File: config.mk
export PLATFORM = sky130hd
export DESIGN_NAME = cfsr_receiver
export DESIGN_NICKNAME = d
export VERILOG_FILES = /design/src/inc/cfsr_pkg.sv /design/src/core/cfsr_receiver.sv /design/src/core/cfsr_sync_edge.sv
export SDC_FILE = /design/constraint.sdc
export NUM_CORES = 1
export LEC_CHECK = 0
export BUFFER_PORTS_ARGS = -buffer_cell sky130_fd_sc_hd__buf_2
export CORE_MARGIN = 4
export CORE_UTILIZATION = 57
export DETAILED_ROUTE_END_ITERATION = 6
export PLACE_DENSITY = 0.89
export SYNTH_ARGS = -nofsm -noshare
export SYNTH_HDL_FRONTEND = slang
export SYNTH_SLANG_ARGS = --single-unit
export TNS_END_PERCENT = 1
File: constraint.sdc
create_clock -name clock -period 5.3 [get_ports clock]
set_clock_uncertainty 0.2 [all_clocks]
set_input_delay 0.53 -clock clock [delete_from_list [all_inputs] [get_ports clock]]
set_output_delay 0.53 -clock clock [all_outputs]
set_load 0.01 [all_outputs]
File: src/inc/cfsr_pkg.sv
// Package for the character framing and sync receiver: register map,
// field positions, reset values and timing constants.
// Assumes a 200 MHz core clock and a 32-bit APB register bus.
package cfsr_pkg;

  // ------------------------------------------------------------
  // Clock and timing
  // ------------------------------------------------------------
  localparam int CLK_MHZ = 200;                       // Core clock rate
  localparam int CHAR_DLY_NS = 100000;                // Delayed shift, 100 us
  localparam int CHAR_DLY_CYC = CHAR_DLY_NS * CLK_MHZ / 1000; // Cycles of delay

  // ------------------------------------------------------------
  // Register byte offsets
  // ------------------------------------------------------------
  localparam logic [7:0] CFSR_CTRL_OFS = 8'h00;       // Control, read/write
  localparam logic [7:0] CFSR_STAT_OFS = 8'h04;       // Status, read only
  localparam logic [7:0] CFSR_CHRS_OFS = 8'h08;       // Character count, read only

  // ------------------------------------------------------------
  // Control field positions
  // ------------------------------------------------------------
  localparam int CTL_UNITS_LSB = 0;                   // Units per character, 4 bits
  localparam int CTL_SS_BIT = 4;                      // Start-stop framing
  localparam int CTL_FREE_BIT = 5;                    // Free stop length option
  localparam int CTL_LVL_LSB = 6;                     // Code levels, 2 bits
  localparam logic [3:0] CTL_UNITS_RST = 4'h5;        // Five units after reset
  localparam logic [1:0] CTL_LVL_RST = 2'h0;          // Five levels after reset

  // Code level selections
  localparam logic [1:0] LVL_5 = 2'h0;
  localparam logic [1:0] LVL_6 = 2'h1;
  localparam logic [1:0] LVL_7 = 2'h2;
  localparam logic [1:0] LVL_8 = 2'h3;

  // ------------------------------------------------------------
  // Counter start states (four stages)
  // ------------------------------------------------------------
  localparam logic [3:0] CNT_START_SYN = 4'he;        // First stage clear
  localparam logic [3:0] CNT_START_SS = 4'hf;         // All stages set

endpackage

File: src/core/cfsr_receiver.sv
// Character framing and synchronisation logic of a serial tape receiver.
// Assumes serial data and a bit clock from line equipment (asynchronous
// pins), operator buttons on pins, and an APB master on the core clock.
`timescale 1ns/1ps

module cfsr_receiver
  import cfsr_pkg::*;
#(
  parameter int DLY_CYCLES = CHAR_DLY_CYC  // Delayed shift, in core cycles
) (
  input wire logic clock,             // 200 MHz core clock
  input wire logic rst_b,             // Synchronous reset, active low
  input wire logic psel,              // APB select
  input wire logic penable,           // APB enable
  input wire logic pwrite,            // APB write
  input wire logic [7:0] paddr,       // APB byte address
  input wire logic [31:0] pwdata,     // APB write data
  output logic [31:0] prdata,         // APB read data
  output logic pready,                // APB ready
  output logic pslverr,               // APB error on unmapped address
  input wire logic line_data,         // Serial data pin, high is marking
  input wire logic line_clk,          // Bit clock pin, rises at transitions
  input wire logic [7:0] char_levels, // Shift register levels 1..8, high marking
  input wire logic method_btn,        // Method control button pin
  input wire logic slip_btn,          // Manual slip button pin
  output logic char_shift,            // Character shift pulse
  output logic char_shift_dly,        // Delayed character shift pulse
  output logic in_sync,               // Aligned to character boundaries
  output logic auto_ind,              // Automatic mode indicator
  output logic manual_ind             // Manual mode indicator
);

  // ------------------------------------------------------------
  // Local types and helpers
  // ------------------------------------------------------------
  localparam int DW = $clog2(DLY_CYCLES + 1);   // Delay timer width

  // Delay timer states
  typedef enum logic [1:0] {
    CFSR_DLY_IDLE = 2'b01,   // No delayed shift pending
    CFSR_DLY_RUN = 2'b10     // Counting down to delayed shift
  } cfsr_dly_e;

  // Pulses counted so far: distance of stage code below start code
  function automatic logic [3:0] pulses_done(input logic [3:0] start,
                                             input logic [3:0] stage);
    pulses_done = start - stage;
  endfunction

  // Idle character: levels 2..6 marking, plus the used ones of 1, 7, 8
  function automatic logic idle_match(input logic [7:0] lv,
                                      input logic [1:0] sel);
    logic need1;
    logic need7;
    logic need8;
    need1 = (sel != LVL_5);
    need7 = (sel == LVL_7) || (sel == LVL_8);
    need8 = (sel == LVL_8);
    idle_match = (&lv[5:1]) && (lv[0] || !need1) &&
                 (lv[6] || !need7) && (lv[7] || !need8);
  endfunction

  // ------------------------------------------------------------
  // Pin synchronisers
  // ------------------------------------------------------------
  logic clk_rise;      // Bit clock pulse, one core cycle
  logic data_fall;     // Marking to spacing transition
  logic meth_press;    // Method control press
  logic slip_press;    // Manual slip press

  // Bit clock edges
  cfsr_sync_edge u_clk_sync (
    .clock(clock),
    .rst_b(rst_b),
    .async_in(line_clk),
    .level(),
    .rise(clk_rise),
    .fall()
  );

  // Serial data edges
  cfsr_sync_edge u_data_sync (
    .clock(clock),
    .rst_b(rst_b),
    .async_in(line_data),
    .level(),
    .rise(),
    .fall(data_fall)
  );

  // Method button, one pulse per press
  cfsr_sync_edge u_meth_sync (
    .clock(clock),
    .rst_b(rst_b),
    .async_in(method_btn),
    .level(),
    .rise(meth_press),
    .fall()
  );

  // Slip button, one pulse per press
  cfsr_sync_edge u_slip_sync (
    .clock(clock),
    .rst_b(rst_b),
    .async_in(slip_btn),
    .level(),
    .rise(slip_press),
    .fall()
  );

  // ------------------------------------------------------------
  // State
  // ------------------------------------------------------------
  logic [3:0] units_q;        // Units per character setting
  logic ss_q;                 // Start-stop framing
  logic free_q;               // Free stop length option
  logic [1:0] lvl_q;          // Code level selection
  logic [3:0] stage_q;        // Four counter stages
  logic gate1_q;              // First character gate flop
  logic gate2_q;              // Second character gate flop
  logic method_q;             // High for automatic alignment
  logic search_q;             // Automatic search running
  logic slip_req_q;           // Slip request armed
  logic slip_q;               // Blocks the next bit clock
  logic in_sync_q;            // Aligned flag
  logic shift_q;              // Character shift pulse
  logic shift_dly_q;          // Delayed character shift pulse
  logic auto_ind_q;           // Automatic indicator drive
  logic manual_ind_q;         // Manual indicator drive
  logic [15:0] chars_q;       // Characters shifted, wraps
  cfsr_dly_e dly_st_q;        // Delay timer state
  logic [DW-1:0] dly_cnt_q;   // Delay timer count
  logic [31:0] prdata_q;      // Read data register
  logic pready_q;             // Ready register
  logic pslverr_q;            // Error register

  // ------------------------------------------------------------
  // Counter clock gating
  // ------------------------------------------------------------
  logic [3:0] start_code;     // Counter start state for the framing
  logic gate_open;            // Character gate passes clocks
  logic cnt_tick;             // Bit clock reaching the counter
  logic char_done;            // This tick completes a character
  logic [3:0] next_pulse;     // Pulse number after this tick

  assign start_code = ss_q ? CNT_START_SS : CNT_START_SYN;
  assign gate_open = !free_q || gate1_q;
  assign cnt_tick = clk_rise && gate_open && !slip_q;
  assign next_pulse = pulses_done(start_code, stage_q) + 4'h1;
  assign char_done = cnt_tick && (next_pulse == units_q);

  // ------------------------------------------------------------
  // Units counter
  // ------------------------------------------------------------
  // Counts gated bit clocks; returns to pulse zero with the shift
  always_ff @(posedge clock) begin
    if (!rst_b) begin
      stage_q <= CNT_START_SYN;
    end else if (char_done) begin
      stage_q <= start_code;
    end else if (cnt_tick) begin
      stage_q <= stage_q - 4'h1;
    end else if (!gate_open) begin
      stage_q <= start_code;
    end
  end

  // Character shift pulse and character count
  always_ff @(posedge clock) begin
    if (!rst_b) begin
      shift_q <= 1'b0;
      chars_q <= 16'h0000;
    end else begin
      shift_q <= char_done;
      if (char_done) begin
        chars_q <= chars_q + 16'h0001;
      end
    end
  end

  // ------------------------------------------------------------
  // Delayed character shift timer
  // ------------------------------------------------------------
  // Starts at the shift and emits one pulse after the fixed delay
  always_ff @(posedge clock) begin
    if (!rst_b) begin
      dly_st_q <= CFSR_DLY_IDLE;
      dly_cnt_q <= '0;
      shift_dly_q <= 1'b0;
    end else begin
      shift_dly_q <= 1'b0;
      case (dly_st_q)
        CFSR_DLY_IDLE: begin
          if (shift_q) begin
            dly_cnt_q <= DW'(DLY_CYCLES - 1);
            dly_st_q <= CFSR_DLY_RUN;
          end
        end
        CFSR_DLY_RUN: begin
          if (dly_cnt_q == '0) begin
            shift_dly_q <= 1'b1;
            dly_st_q <= CFSR_DLY_IDLE;
          end else begin
            dly_cnt_q <= dly_cnt_q - DW'(1);
          end
        end
        default: begin
          dly_st_q <= CFSR_DLY_IDLE;
        end
      endcase
    end
  end

  // ------------------------------------------------------------
  // Character gate for free stop length
  // ------------------------------------------------------------
  // Closes after each character, reopens on the next start unit
  always_ff @(posedge clock) begin
    if (!rst_b) begin
      gate1_q <= 1'b1;
      gate2_q <= 1'b1;
    end else if (!free_q) begin
      // Fixed length characters keep the gate open
      gate1_q <= 1'b1;
      gate2_q <= 1'b1;
    end else begin
      if (shift_dly_q) begin
        gate1_q <= 1'b0;
      end else if (data_fall && !gate1_q && !gate2_q) begin
        gate1_q <= 1'b1;
      end
      if (clk_rise && gate1_q) begin
        gate2_q <= 1'b1;
      end else if (clk_rise && !gate1_q) begin
        gate2_q <= 1'b0;
      end
    end
  end

  // ------------------------------------------------------------
  // Method and search control
  // ------------------------------------------------------------
  // A press in automatic mode on idle data, out of sync and not searching, starts a search; any other
  // press toggles the method and abandons a running search
  always_ff @(posedge clock) begin
    if (!rst_b) begin
      method_q <= 1'b0;
      search_q <= 1'b0;
    end else if (meth_press) begin
      if (method_q && !search_q && !in_sync_q &&
          idle_match(char_levels, lvl_q)) begin
        search_q <= 1'b1;
      end else begin
        method_q <= !method_q;
        search_q <= 1'b0;
      end
    end else if (shift_q && in_sync_q) begin
      search_q <= 1'b0;
    end
  end

  // Mode indicator drives
  always_ff @(posedge clock) begin
    if (!rst_b) begin
      auto_ind_q <= 1'b0;
      manual_ind_q <= 1'b1;
    end else begin
      auto_ind_q <= method_q;
      manual_ind_q <= !method_q;
    end
  end

  // ------------------------------------------------------------
  // Alignment detection
  // ------------------------------------------------------------
  // Sampled as the character moves into storage
  always_ff @(posedge clock) begin
    if (!rst_b) begin
      in_sync_q <= 1'b0;
    end else if (char_done) begin
      in_sync_q <= idle_match(char_levels, lvl_q);
    end
  end

  // ------------------------------------------------------------
  // Clock slipping
  // ------------------------------------------------------------
  // Request armed by the delayed shift while searching, or by a manual
  // press; set wins over the clear of the same cycle
  always_ff @(posedge clock) begin
    if (!rst_b) begin
      slip_req_q <= 1'b0;
    end else if (shift_dly_q && search_q) begin
      slip_req_q <= 1'b1;
    end else if (slip_press && !method_q) begin
      slip_req_q <= 1'b1;
    end else if (clk_rise && slip_q) begin
      slip_req_q <= 1'b0;
    end
  end

  // Slip flop: set by one bit clock, swallows the next and clears
  always_ff @(posedge clock) begin
    if (!rst_b) begin
      slip_q <= 1'b0;
    end else if (clk_rise) begin
      if (slip_q) begin
        slip_q <= 1'b0;
      end else if (slip_req_q && gate_open) begin
        slip_q <= 1'b1;
      end
    end
  end

  // ------------------------------------------------------------
  // APB slave
  // ------------------------------------------------------------
  logic setup_ph;     // Setup cycle of a transfer
  logic access_done;  // Access cycle completing this edge
  logic hit_ctrl;     // Control register addressed
  logic hit_stat;     // Status register addressed
  logic hit_chrs;     // Count register addressed

  assign setup_ph = psel && !penable;
  assign access_done = psel && penable && pready_q;
  assign hit_ctrl = (paddr == CFSR_CTRL_OFS);
  assign hit_stat = (paddr == CFSR_STAT_OFS);
  assign hit_chrs = (paddr == CFSR_CHRS_OFS);

  // Ready, error and read data are prepared in the setup cycle
  always_ff @(posedge clock) begin
    if (!rst_b) begin
      pready_q <= 1'b0;
      pslverr_q <= 1'b0;
      prdata_q <= 32'h0000_0000;
    end else if (setup_ph) begin
      pready_q <= 1'b1;
      pslverr_q <= !(hit_ctrl || hit_stat || hit_chrs);
      if (pwrite || !(hit_ctrl || hit_stat || hit_chrs)) begin
        prdata_q <= 32'h0000_0000;
      end else if (hit_ctrl) begin
        prdata_q <= {24'h000000, lvl_q, free_q, ss_q, units_q};
      end else if (hit_stat) begin
        prdata_q <= {21'h000000, gate2_q, gate1_q, slip_q, slip_req_q,
                     search_q, method_q, in_sync_q, stage_q};
      end else begin
        prdata_q <= {16'h0000, chars_q};
      end
    end else if (access_done) begin
      pready_q <= 1'b0;
      pslverr_q <= 1'b0;
    end
  end

  // Control register write at the completing edge
  always_ff @(posedge clock) begin
    if (!rst_b) begin
      units_q <= CTL_UNITS_RST;
      ss_q <= 1'b0;
      free_q <= 1'b0;
      lvl_q <= CTL_LVL_RST;
    end else if (access_done && pwrite && hit_ctrl) begin
      units_q <= pwdata[CTL_UNITS_LSB +: 4];
      ss_q <= pwdata[CTL_SS_BIT];
      free_q <= pwdata[CTL_FREE_BIT];
      lvl_q <= pwdata[CTL_LVL_LSB +: 2];
    end
  end

  // ------------------------------------------------------------
  // Outputs, all from flops
  // ------------------------------------------------------------
  assign prdata = prdata_q;
  assign pready = pready_q;
  assign pslverr = pslverr_q;
  assign char_shift = shift_q;
  assign char_shift_dly = shift_dly_q;
  assign in_sync = in_sync_q;
  assign auto_ind = auto_ind_q;
  assign manual_ind = manual_ind_q;

endmodule // cfsr_receiver

File: src/core/cfsr_sync_edge.sv
// Two-stage synchroniser with edge pulses for one asynchronous input.
// Assumes the input comes from a pin outside the core clock domain.
`timescale 1ns/1ps
module cfsr_sync_edge (
  input wire logic clock,     // Core clock
  input wire logic rst_b,     // Synchronous reset, active low
  input wire logic async_in,  // Asynchronous input level
  output logic level,         // Synchronised level
  output logic rise,          // One-cycle pulse on a rising edge
  output logic fall           // One-cycle pulse on a falling edge
);

  logic meta_q;               // First stage, read only by the second
  logic sync_q;               // Second stage
  logic last_q;               // Previous synchronised value

  // ------------------------------------------------------------
  // Synchroniser chain
  // ------------------------------------------------------------
  always_ff @(posedge clock) begin
    if (!rst_b) begin
      meta_q <= 1'b0;
      sync_q <= 1'b0;
      last_q <= 1'b0;
    end else begin
      meta_q <= async_in;
      sync_q <= meta_q;
      last_q <= sync_q;
    end
  end

  // Edge pulses come from the settled stages only
  assign level = sync_q;
  assign rise = sync_q & ~last_q;
  assign fall = ~sync_q & last_q;

endmodule // cfsr_sync_edge

==> metrics.txt, run 1 <==
Power, Total between 1 and 1.5 mW; final critical-path share of the clock period 58.39%; start point of the critical path stage_q[0]$_SDFFE_PN0P_; number of distinct library cells after synthesis 50; setup slack of the most critical reg-to-reg path between 2 and 2.5 ns; final worst hold slack 0.1879 ns; first-pass GRT wire length 14.18 mm; Post-synth EDFFs 0; number of top-level design ports 96; primary flip-flop cell chosen by synthesis mapping sky130_fd_sc_hd__dfxtp_1; largest stage delay on the critical path approximately 0.63 ns; worst slack after detailed placement between 2 and 2.5 ns; Setup Total Neg Slack 0 ns; reported max-cap violation count 0; total stage count of the critical path 8; average vias per placed instance 5.762; total track usage between 20% and 30%; cell area after technology mapping ~3900 µm²; row cnt 29; count of endpoints failing hold in the final timing report 0; CTS tree built; Port Buf Inserts 55; Setup crit end chars_q[9]$_SDFFE_PN0P_; switching power as a share of total power 22.36%; maximum number of pins on one net before global-route repair 43; number of buffers created by CTS 9; Routed Wire Length between 8 and 9 mm; Final Worst Setup Slack ~2.2 ns; RSZ-0062 raised after global routing false; transition time at the pin with the least slew margin between 0.8 and 0.9 ns; CTS Hold Buffers Added 0; achievable clock frequency about 320 MHz; crit path time final 3.095 ns; NumNets Final 543; DR pass1 iterations 4; placeable core region around 6500 µm²; TritonCTS sink count 86; synthesis-stage register bit count 86; Reg clk slew, reported paths approximately 0.08 ns; share of the core filled with cells in the final layout between 60 and 70%; final global-route overflow total 0; power spent charging and discharging nets 0.2607 mW; Critical Path Fanout Max 20; half-perimeter wire length of the detailed placement result 6.037 mm; total power divided by cell area 270.6 nW/µm²; Worst R2R End chars_q[9]$_SDFFE_PN0P_; Layout Cells excl Fill between 500 and 600; Worst path slowest cell sky130_fd_sc_hd__or3_1; count of antenna diodes in the layout 0; post-cts gate resize count 0; Die W between 90 and 100 µm; max-slew violation total from the final report 0; final weighted congestion in routability-driven placement about 0.8; data arrival at the endpoint of the critical path 3.17 ns; type of the most critical hold path input port to register; Gate Count Post-Synth around 430; count of nets left with antenna violations after detail routing 0; most frequent cell on the critical path sky130_fd_sc_hd__ha_1; kind of cell adding the most delay to the critical path simple AND/OR/NAND/NOR gates; CP Capture Type register; clock network latency to the later pin of the worst-skew pair approximately 0.35 ns; Pint approximately 0.90 mW; overall die area between 8000 and 9000 µm²; launching point of the worst reg2reg path stage_q[0]$_SDFFE_PN0P_; area after detailed placement 4116 µm²; post-placement cell count roughly 550; post-CTS setup buffer count 0; leakage power summed over all cells roughly 1.8 nW; Vert. Die Dim 90.32 µm; Critical Path Source Type register; antenna violations before repair 0; post-synthesis sequential area ratio ~45%; area growth from synthesis to layout 11.50%; maximum vdd drop ~0.21 mV; fill count ~530; effective utilization at floorplan between 50% and 60%; Detailed Route Iter0 Violations 168; Critical Path RT between 5 and 6 ns; Post-Syn Area per Cell between 8 and 9 µm²; sequential power share between 50 and 60%; critical-path cell list inv_1, ha_1, ha_1, xnor2_1, nand4_1, or3_1, or4_1, a21oi_1; Yosys warnings 0; fraction of power consumed by combinational cells about 5.3%; clock network fraction of design power a little under two fifths; average routed wire per standard cell between 10 and 15 µm; run status completed; maximum clock insertion buffer count 2; Worst R2R Path Depth 8; share of async-settable or async-resettable flops after synthesis 0%; number of H-tree levels 3; count of vias placed by the detailed router approximately 3200; fin area 4307 µm²; fraction of final layout cells with drive strength greater than 1 roughly 15%; Worst Path Class, Setup register to register; CTS root buffer sky130_fd_sc_hd__clkbuf_8; number of setup violations in the final report 0; remaining max-slew budget at the tightest pin approximately two fifths; via count of the first global-routing pass ~3100; post-route DRC violation count 0; worst path buffer plus inverter count 1
-- cell usage in the layout (no fill, tap or decap), types with 5 or more instances in the layout --
cell and count:
sky130_fd_sc_hd__a21oi_1 24, sky130_fd_sc_hd__a22oi_1 13, sky130_fd_sc_hd__and2_1 15, sky130_fd_sc_hd__and3_1 8, sky130_fd_sc_hd__buf_2 55, sky130_fd_sc_hd__clkbuf_8 10, sky130_fd_sc_hd__conb_1 16, sky130_fd_sc_hd__dfxtp_1 86
sky130_fd_sc_hd__ha_1 5, sky130_fd_sc_hd__inv_1 9, sky130_fd_sc_hd__mux2i_1 22, sky130_fd_sc_hd__nand2_1 35, sky130_fd_sc_hd__nand2b_1 8, sky130_fd_sc_hd__nand3_1 10, sky130_fd_sc_hd__nand3b_1 5, sky130_fd_sc_hd__nand4_1 8
sky130_fd_sc_hd__nor2_1 32, sky130_fd_sc_hd__nor3_1 12, sky130_fd_sc_hd__nor3b_1 5, sky130_fd_sc_hd__o21ai_0 21, sky130_fd_sc_hd__o31ai_1 7, sky130_fd_sc_hd__or3_1 7, sky130_fd_sc_hd__or4_1 10, sky130_fd_sc_hd__xnor2_1 8
sky130_fd_sc_hd__xor2_1 11
-- sequential cells by signal, summed over array words and instances (netlist names), 2 cells and up --
signal     flops
dly_cnt_q     15
prdata        16
stage_q        4
units_q        4
dly_st_q       2
chars_q       16
lvl_q          2
-- cells by family after synthesis --
kind of cell,count (synthesis),share of synthesized area (%)
AND/OR/NAND/NOR,172,24.56
flip-flops,86,44.57
AO/OA/AOI/OAI,84,13.48
buffers and inverters,42,5.669
multiplexers,22,5.701
XOR/XNOR,19,4.308
adder cells (fa/ha/maj),5,1.620
other,1,0.09709
-- worst reg2reg max path, stage by stage (launching register included) --
cell and delay, ns:
sky130_fd_sc_hd__dfxtp_1 0.43, sky130_fd_sc_hd__inv_1 0.12, sky130_fd_sc_hd__ha_1 0.21, sky130_fd_sc_hd__ha_1 0.28
sky130_fd_sc_hd__xnor2_1 0.18, sky130_fd_sc_hd__nand4_1 0.22, sky130_fd_sc_hd__or3_1 0.64, sky130_fd_sc_hd__or4_1 0.60
sky130_fd_sc_hd__a21oi_1 0.14
-- cell type report --
class | instances | area (µm²) | area share [%]
well taps | 77 | 96.34 | 2.237
multi-input cells | 318 | 1978 | 45.93
repair buffers | 56 | 282.8 | 6.566
inverters | 10 | 37.54 | 0.8716
flip-flops and latches | 86 | 1722 | 39.98
clock inverters | 3 | 45.04 | 1.046
clock buffers | 12 | 145.1 | 3.370
-- worst min-delay path by stage --
| stage | start | to | depth (start not counted) |
|---|---|---|---|
| finish | line_clk | u_clk_sync.meta_q$_SDFF_PN0_ | 2 |
| detailed placement | u_clk_sync.meta_q$_SDFF_PN0_ | u_clk_sync.level$_SDFF_PN0_ | 1 |
| global route | method_btn | u_meth_sync.meta_q$_SDFF_PN0_ | 2 |
| global placement | u_clk_sync.meta_q$_SDFF_PN0_ | u_clk_sync.level$_SDFF_PN0_ | 1 |
| CTS | line_clk | u_clk_sync.meta_q$_SDFF_PN0_ | 2 |
| floorplan | free_q$_SDFFE_PN0P_ | gate2_q$_SDFFE_PP1P_ | 1 |
-- Yosys cell counts, drive strengths merged (2+ instances only) --
| library cell | n | area [µm²] |
|---|---|---|
| a31oi | 3 | 18.77 |
| and3 | 8 | 50.05 |
| nand3b | 5 | 37.54 |
| mux2i | 22 | 220.2 |
| and3b | 2 | 17.52 |
| o211ai | 2 | 15.01 |
| ha | 5 | 62.56 |
| nor2 | 32 | 120.1 |
| or3 | 7 | 43.79 |
| a211oi | 2 | 15.01 |
| a22oi | 13 | 97.59 |
| and2 | 15 | 93.84 |
| nor4 | 3 | 33.78 |
| o31ai | 7 | 52.55 |
| nand2b | 8 | 50.05 |
| nor3 | 12 | 60.06 |
| nor3b | 5 | 37.54 |
| or4b | 2 | 20.02 |
| nand2 | 35 | 131.4 |
| or2 | 3 | 18.77 |
| a21o | 3 | 22.52 |
| dfxtp | 86 | 1722 |
| nor4b | 2 | 17.52 |
| nand4 | 8 | 50.05 |
| inv | 9 | 33.78 |
| a21oi | 24 | 120.1 |
| o21ai | 21 | 105.1 |
| clkbuf | 15 | 56.30 |
| xor2 | 11 | 96.34 |
| nand3 | 10 | 50.05 |
| xnor2 | 8 | 70.07 |
| or4 | 10 | 75.07 |
| o22ai | 2 | 12.51 |
| buf | 17 | 125.1 |
| nor2b | 2 | 12.51 |
-- per-layer routing --
layer	wire, µm	up-vias	global-route usage, %
met5	0	-	0
met4	74	0	5.740
met3	594	7	6.833
met2	3964	92	34.66
met1	3576	1522	25.59
li1	-	1617	-
-- power by group through the flow --
stage                     combinational (mW)  sequential, mW  clock, mW
after floorplan                       0.0477           0.673          0
after global placement                0.0589           0.674          0
after detailed placement              0.0610           0.675          0
after CTS                             0.0613           0.659      0.453
after global routing                  0.0694           0.660      0.479
final                                 0.0614           0.659      0.445
No activity file was read; power rests on OpenSTA's default activity.
==> inputs of run 2 (changes only) <==
--- a/config.mk
+++ b/config.mk
@@ -7,9 +7,9 @@
 export LEC_CHECK = 0
 export BUFFER_PORTS_ARGS = -buffer_cell sky130_fd_sc_hd__buf_2
 export CORE_MARGIN = 4
-export CORE_UTILIZATION = 57
+export CORE_UTILIZATION = 53
 export DETAILED_ROUTE_END_ITERATION = 6
-export PLACE_DENSITY = 0.89
+export PLACE_DENSITY = 0.83
 export SYNTH_ARGS = -nofsm -noshare
 export SYNTH_HDL_FRONTEND = slang
 export SYNTH_SLANG_ARGS = --single-unit
==> constraint.sdc (replaced) <==
create_clock -name clock -period 3.2 [get_ports clock]
set_clock_uncertainty 0.2 [all_clocks]
set_input_delay 0.32 -clock clock [delete_from_list [all_inputs] [get_ports clock]]
set_output_delay 0.32 -clock clock [all_outputs]
set_load 0.01 [all_outputs]
==> run 2 against run 1 <==
Effect of this change: critical path depth increased by 1; critical path type unchanged; critical endpoint is now chars_q[13]$_SDFFE_PN0P_; worst setup slack got worse by 1.9 ns; sequential share of layout area down 1.7 points.
==> metrics.txt, run 2 (synthesis results as in run 1) <==
FF+latch area between 1500 and 2000 µm²; overall die area 8717 µm²; TritonCTS sink count 86; Critical Path RT around 3.3 ns; maximum number of pins on one net before global-route repair 33; count of vias placed by the detailed router between 3000 and 4000; CP Capture Type register; count of endpoints failing hold in the final timing report 0; Critical Path Source Type register; cell depth of the worst hold path 3; crit path time final about 2.9 ns; type of the most critical hold path input port to register; maximum vdd drop slightly below 0.4 mV; row cnt 30; number of buffers created by CTS 9; Worst R2R End chars_q[13]$_SDFFE_PN0P_; max-slew violation total from the final report 0; final weighted congestion in routability-driven placement just over 0.9; most frequent cells in the layout sky130_fd_sc_hd__dfxtp_1, sky130_fd_sc_hd__buf_2, sky130_fd_sc_hd__nand2_1; most common cell after layout, fill and taps aside sky130_fd_sc_hd__dfxtp_1; final global-route overflow total 0; Routed Wire Length roughly 8.5 mm; sequential power share a little over half; setup slack of the most critical reg-to-reg path just over 0.3 ns; count of antenna diodes in the layout 0; via count of the first global-routing pass approximately 3200; remaining max-slew budget at the tightest pin between 50% and 60%; clock network fraction of design power approximately 40%; effective utilization at floorplan between 50% and 60%; number of top-level design ports between 90 and 100; launching point of the worst reg2reg path stage_q[0]$_SDFFE_PN0P_; Port Buf Inserts 55; fill count ~570; total power divided by cell area between 400 and 500 nW/µm²; Worst Path Class, Setup register to register; NumNets Final about 560; average vias per placed instance approximately 5.6; Detailed Route Iter0 Violations 168; fraction of power consumed by combinational cells under 10%; Pint approximately 1.6 mW; Worst R2R Path Depth 9; antenna violations before repair 0; half-perimeter wire length of the detailed placement result 6.336 mm; worst-case hold path end point units_q[0]$_SDFFE_PN1P_; share of the core filled with cells in the final layout 64.74%; area growth from synthesis to layout 16.39%; Reg clk slew, reported paths around 0.08 ns; post-cts gate resize count 0; achievable clock frequency approximately 350 MHz; leakage power summed over all cells about 1.8 nW; Setup Total Neg Slack 0 ns; CTS root buffer sky130_fd_sc_hd__clkbuf_8; Die W around 93 µm; Critical Path Fanout Max 12; transition time at the pin with the least slew margin about 0.70 ns; post-route DRC violation count 0; worst slack after detailed placement 0.3622 ns; area of the multi-input gates slightly below 2000 µm²; final worst hold slack 0.007612 ns; post-CTS setup buffer count 0; total track usage between 20% and 30%; number of H-tree levels 3; DR pass1 iterations 4; number of setup violations in the final report 0; reported max-cap violation count 0; fraction of final layout cells with drive strength greater than 1 between 15 and 20%; power spent charging and discharging nets between 0.4 and 0.5 mW; critical hold path startpoint pwdata[0]; Final Worst Setup Slack 0.3042 ns; Power, Total slightly above 2 mW; run status completed; first-pass GRT wire length about 15 mm; count of nets left with antenna violations after detail routing 0; final critical-path share of the clock period 90.49%; average routed wire per standard cell 14.29 µm; clock network latency to the later pin of the worst-skew pair 0.35 ns; data arrival at the endpoint of the critical path between 2 and 3 ns; placeable core region 6944 µm²; Vert. Die Dim 93.37 µm; CTS Hold Buffers Added 8; switching power as a share of total power a little over a fifth; maximum clock insertion buffer count 2; RSZ-0062 raised after global routing false; CTS tree built
==> run 2: cell types whose count changed in the layout (fill, tap and decap cells not counted) <==
cell	before	now
sky130_fd_sc_hd__buf_4	1	9
sky130_fd_sc_hd__dlygate4sd3_1	0	8
sky130_fd_sc_hd__clkinv_2	0	2
sky130_fd_sc_hd__clkinvlp_4	2	0
sky130_fd_sc_hd__bufinv_16	1	2
==> run 2: metrics by stage <==
step	cells	area, µm²
floorplan	446	3919
global route	598	4496
detailed placement	574	4200
finish	598	4496
CTS	598	4496
global placement	574	4200
==> run 2: layer usage <==
layer	wire (µm)	global-route usage [%]	vias to the layer above	part of all wire, %
met5	0	0	-	0
met4	200	8.303	0	2.3
met3	664	5.551	22	7.8
met2	3836	34.54	125	45
met1	3844	25.54	1555	45
li1	-	-	1649	-
==> run 2: worst max path at each step <==
stage / startpoint / end / slack (ns) / depth (start not counted)
2_1_floorplan: stage_q[0]$_SDFFE_PN0P_ / chars_q[11]$_SDFFE_PN0P_ / 0.55 / 9
3_3_place_gp: stage_q[0]$_SDFFE_PN0P_ / chars_q[15]$_SDFFE_PN0P_ / 0.43 / 9
3_5_place_dp: stage_q[0]$_SDFFE_PN0P_ / chars_q[13]$_SDFFE_PN0P_ / 0.36 / 9
4_1_cts: stage_q[0]$_SDFFE_PN0P_ / chars_q[13]$_SDFFE_PN0P_ / 0.33 / 9
5_1_grt: stage_q[0]$_SDFFE_PN0P_ / chars_q[13]$_SDFFE_PN0P_ / 0.08 / 9
6_report: stage_q[0]$_SDFFE_PN0P_ / chars_q[13]$_SDFFE_PN0P_ / 0.30 / 9
==> run 2: final cells by class <==
type                    count  area share, %
clock buffers              12          3.228
clock inverters             4          1.559
inverters                  10         0.8350
multi-input cells         318          44.00
flip-flops and latches     86          38.30
well taps                  96          2.672
repair buffers             72          9.407
==> run 2: power groups by stage <==
stage,Sequential (mW),Combinational [mW],Clock [mW]
after floorplan,1.12,0.0791,0
after global placement,1.12,0.101,0
after detailed placement,1.12,0.105,0
after CTS,1.09,0.113,0.830
after global routing,1.09,0.128,0.870
final,1.09,0.113,0.812
==> run 2: critical path, stage by stage, from the launching register on <==
cell                      delay [ns]
sky130_fd_sc_hd__dfxtp_1        0.42
sky130_fd_sc_hd__inv_1          0.11
sky130_fd_sc_hd__ha_1           0.20
sky130_fd_sc_hd__ha_1           0.29
sky130_fd_sc_hd__xnor2_1        0.21
sky130_fd_sc_hd__nand4_1        0.14
sky130_fd_sc_hd__or3_1          0.52
sky130_fd_sc_hd__buf_4          0.24
sky130_fd_sc_hd__or3_1          0.35
sky130_fd_sc_hd__a21oi_1        0.14
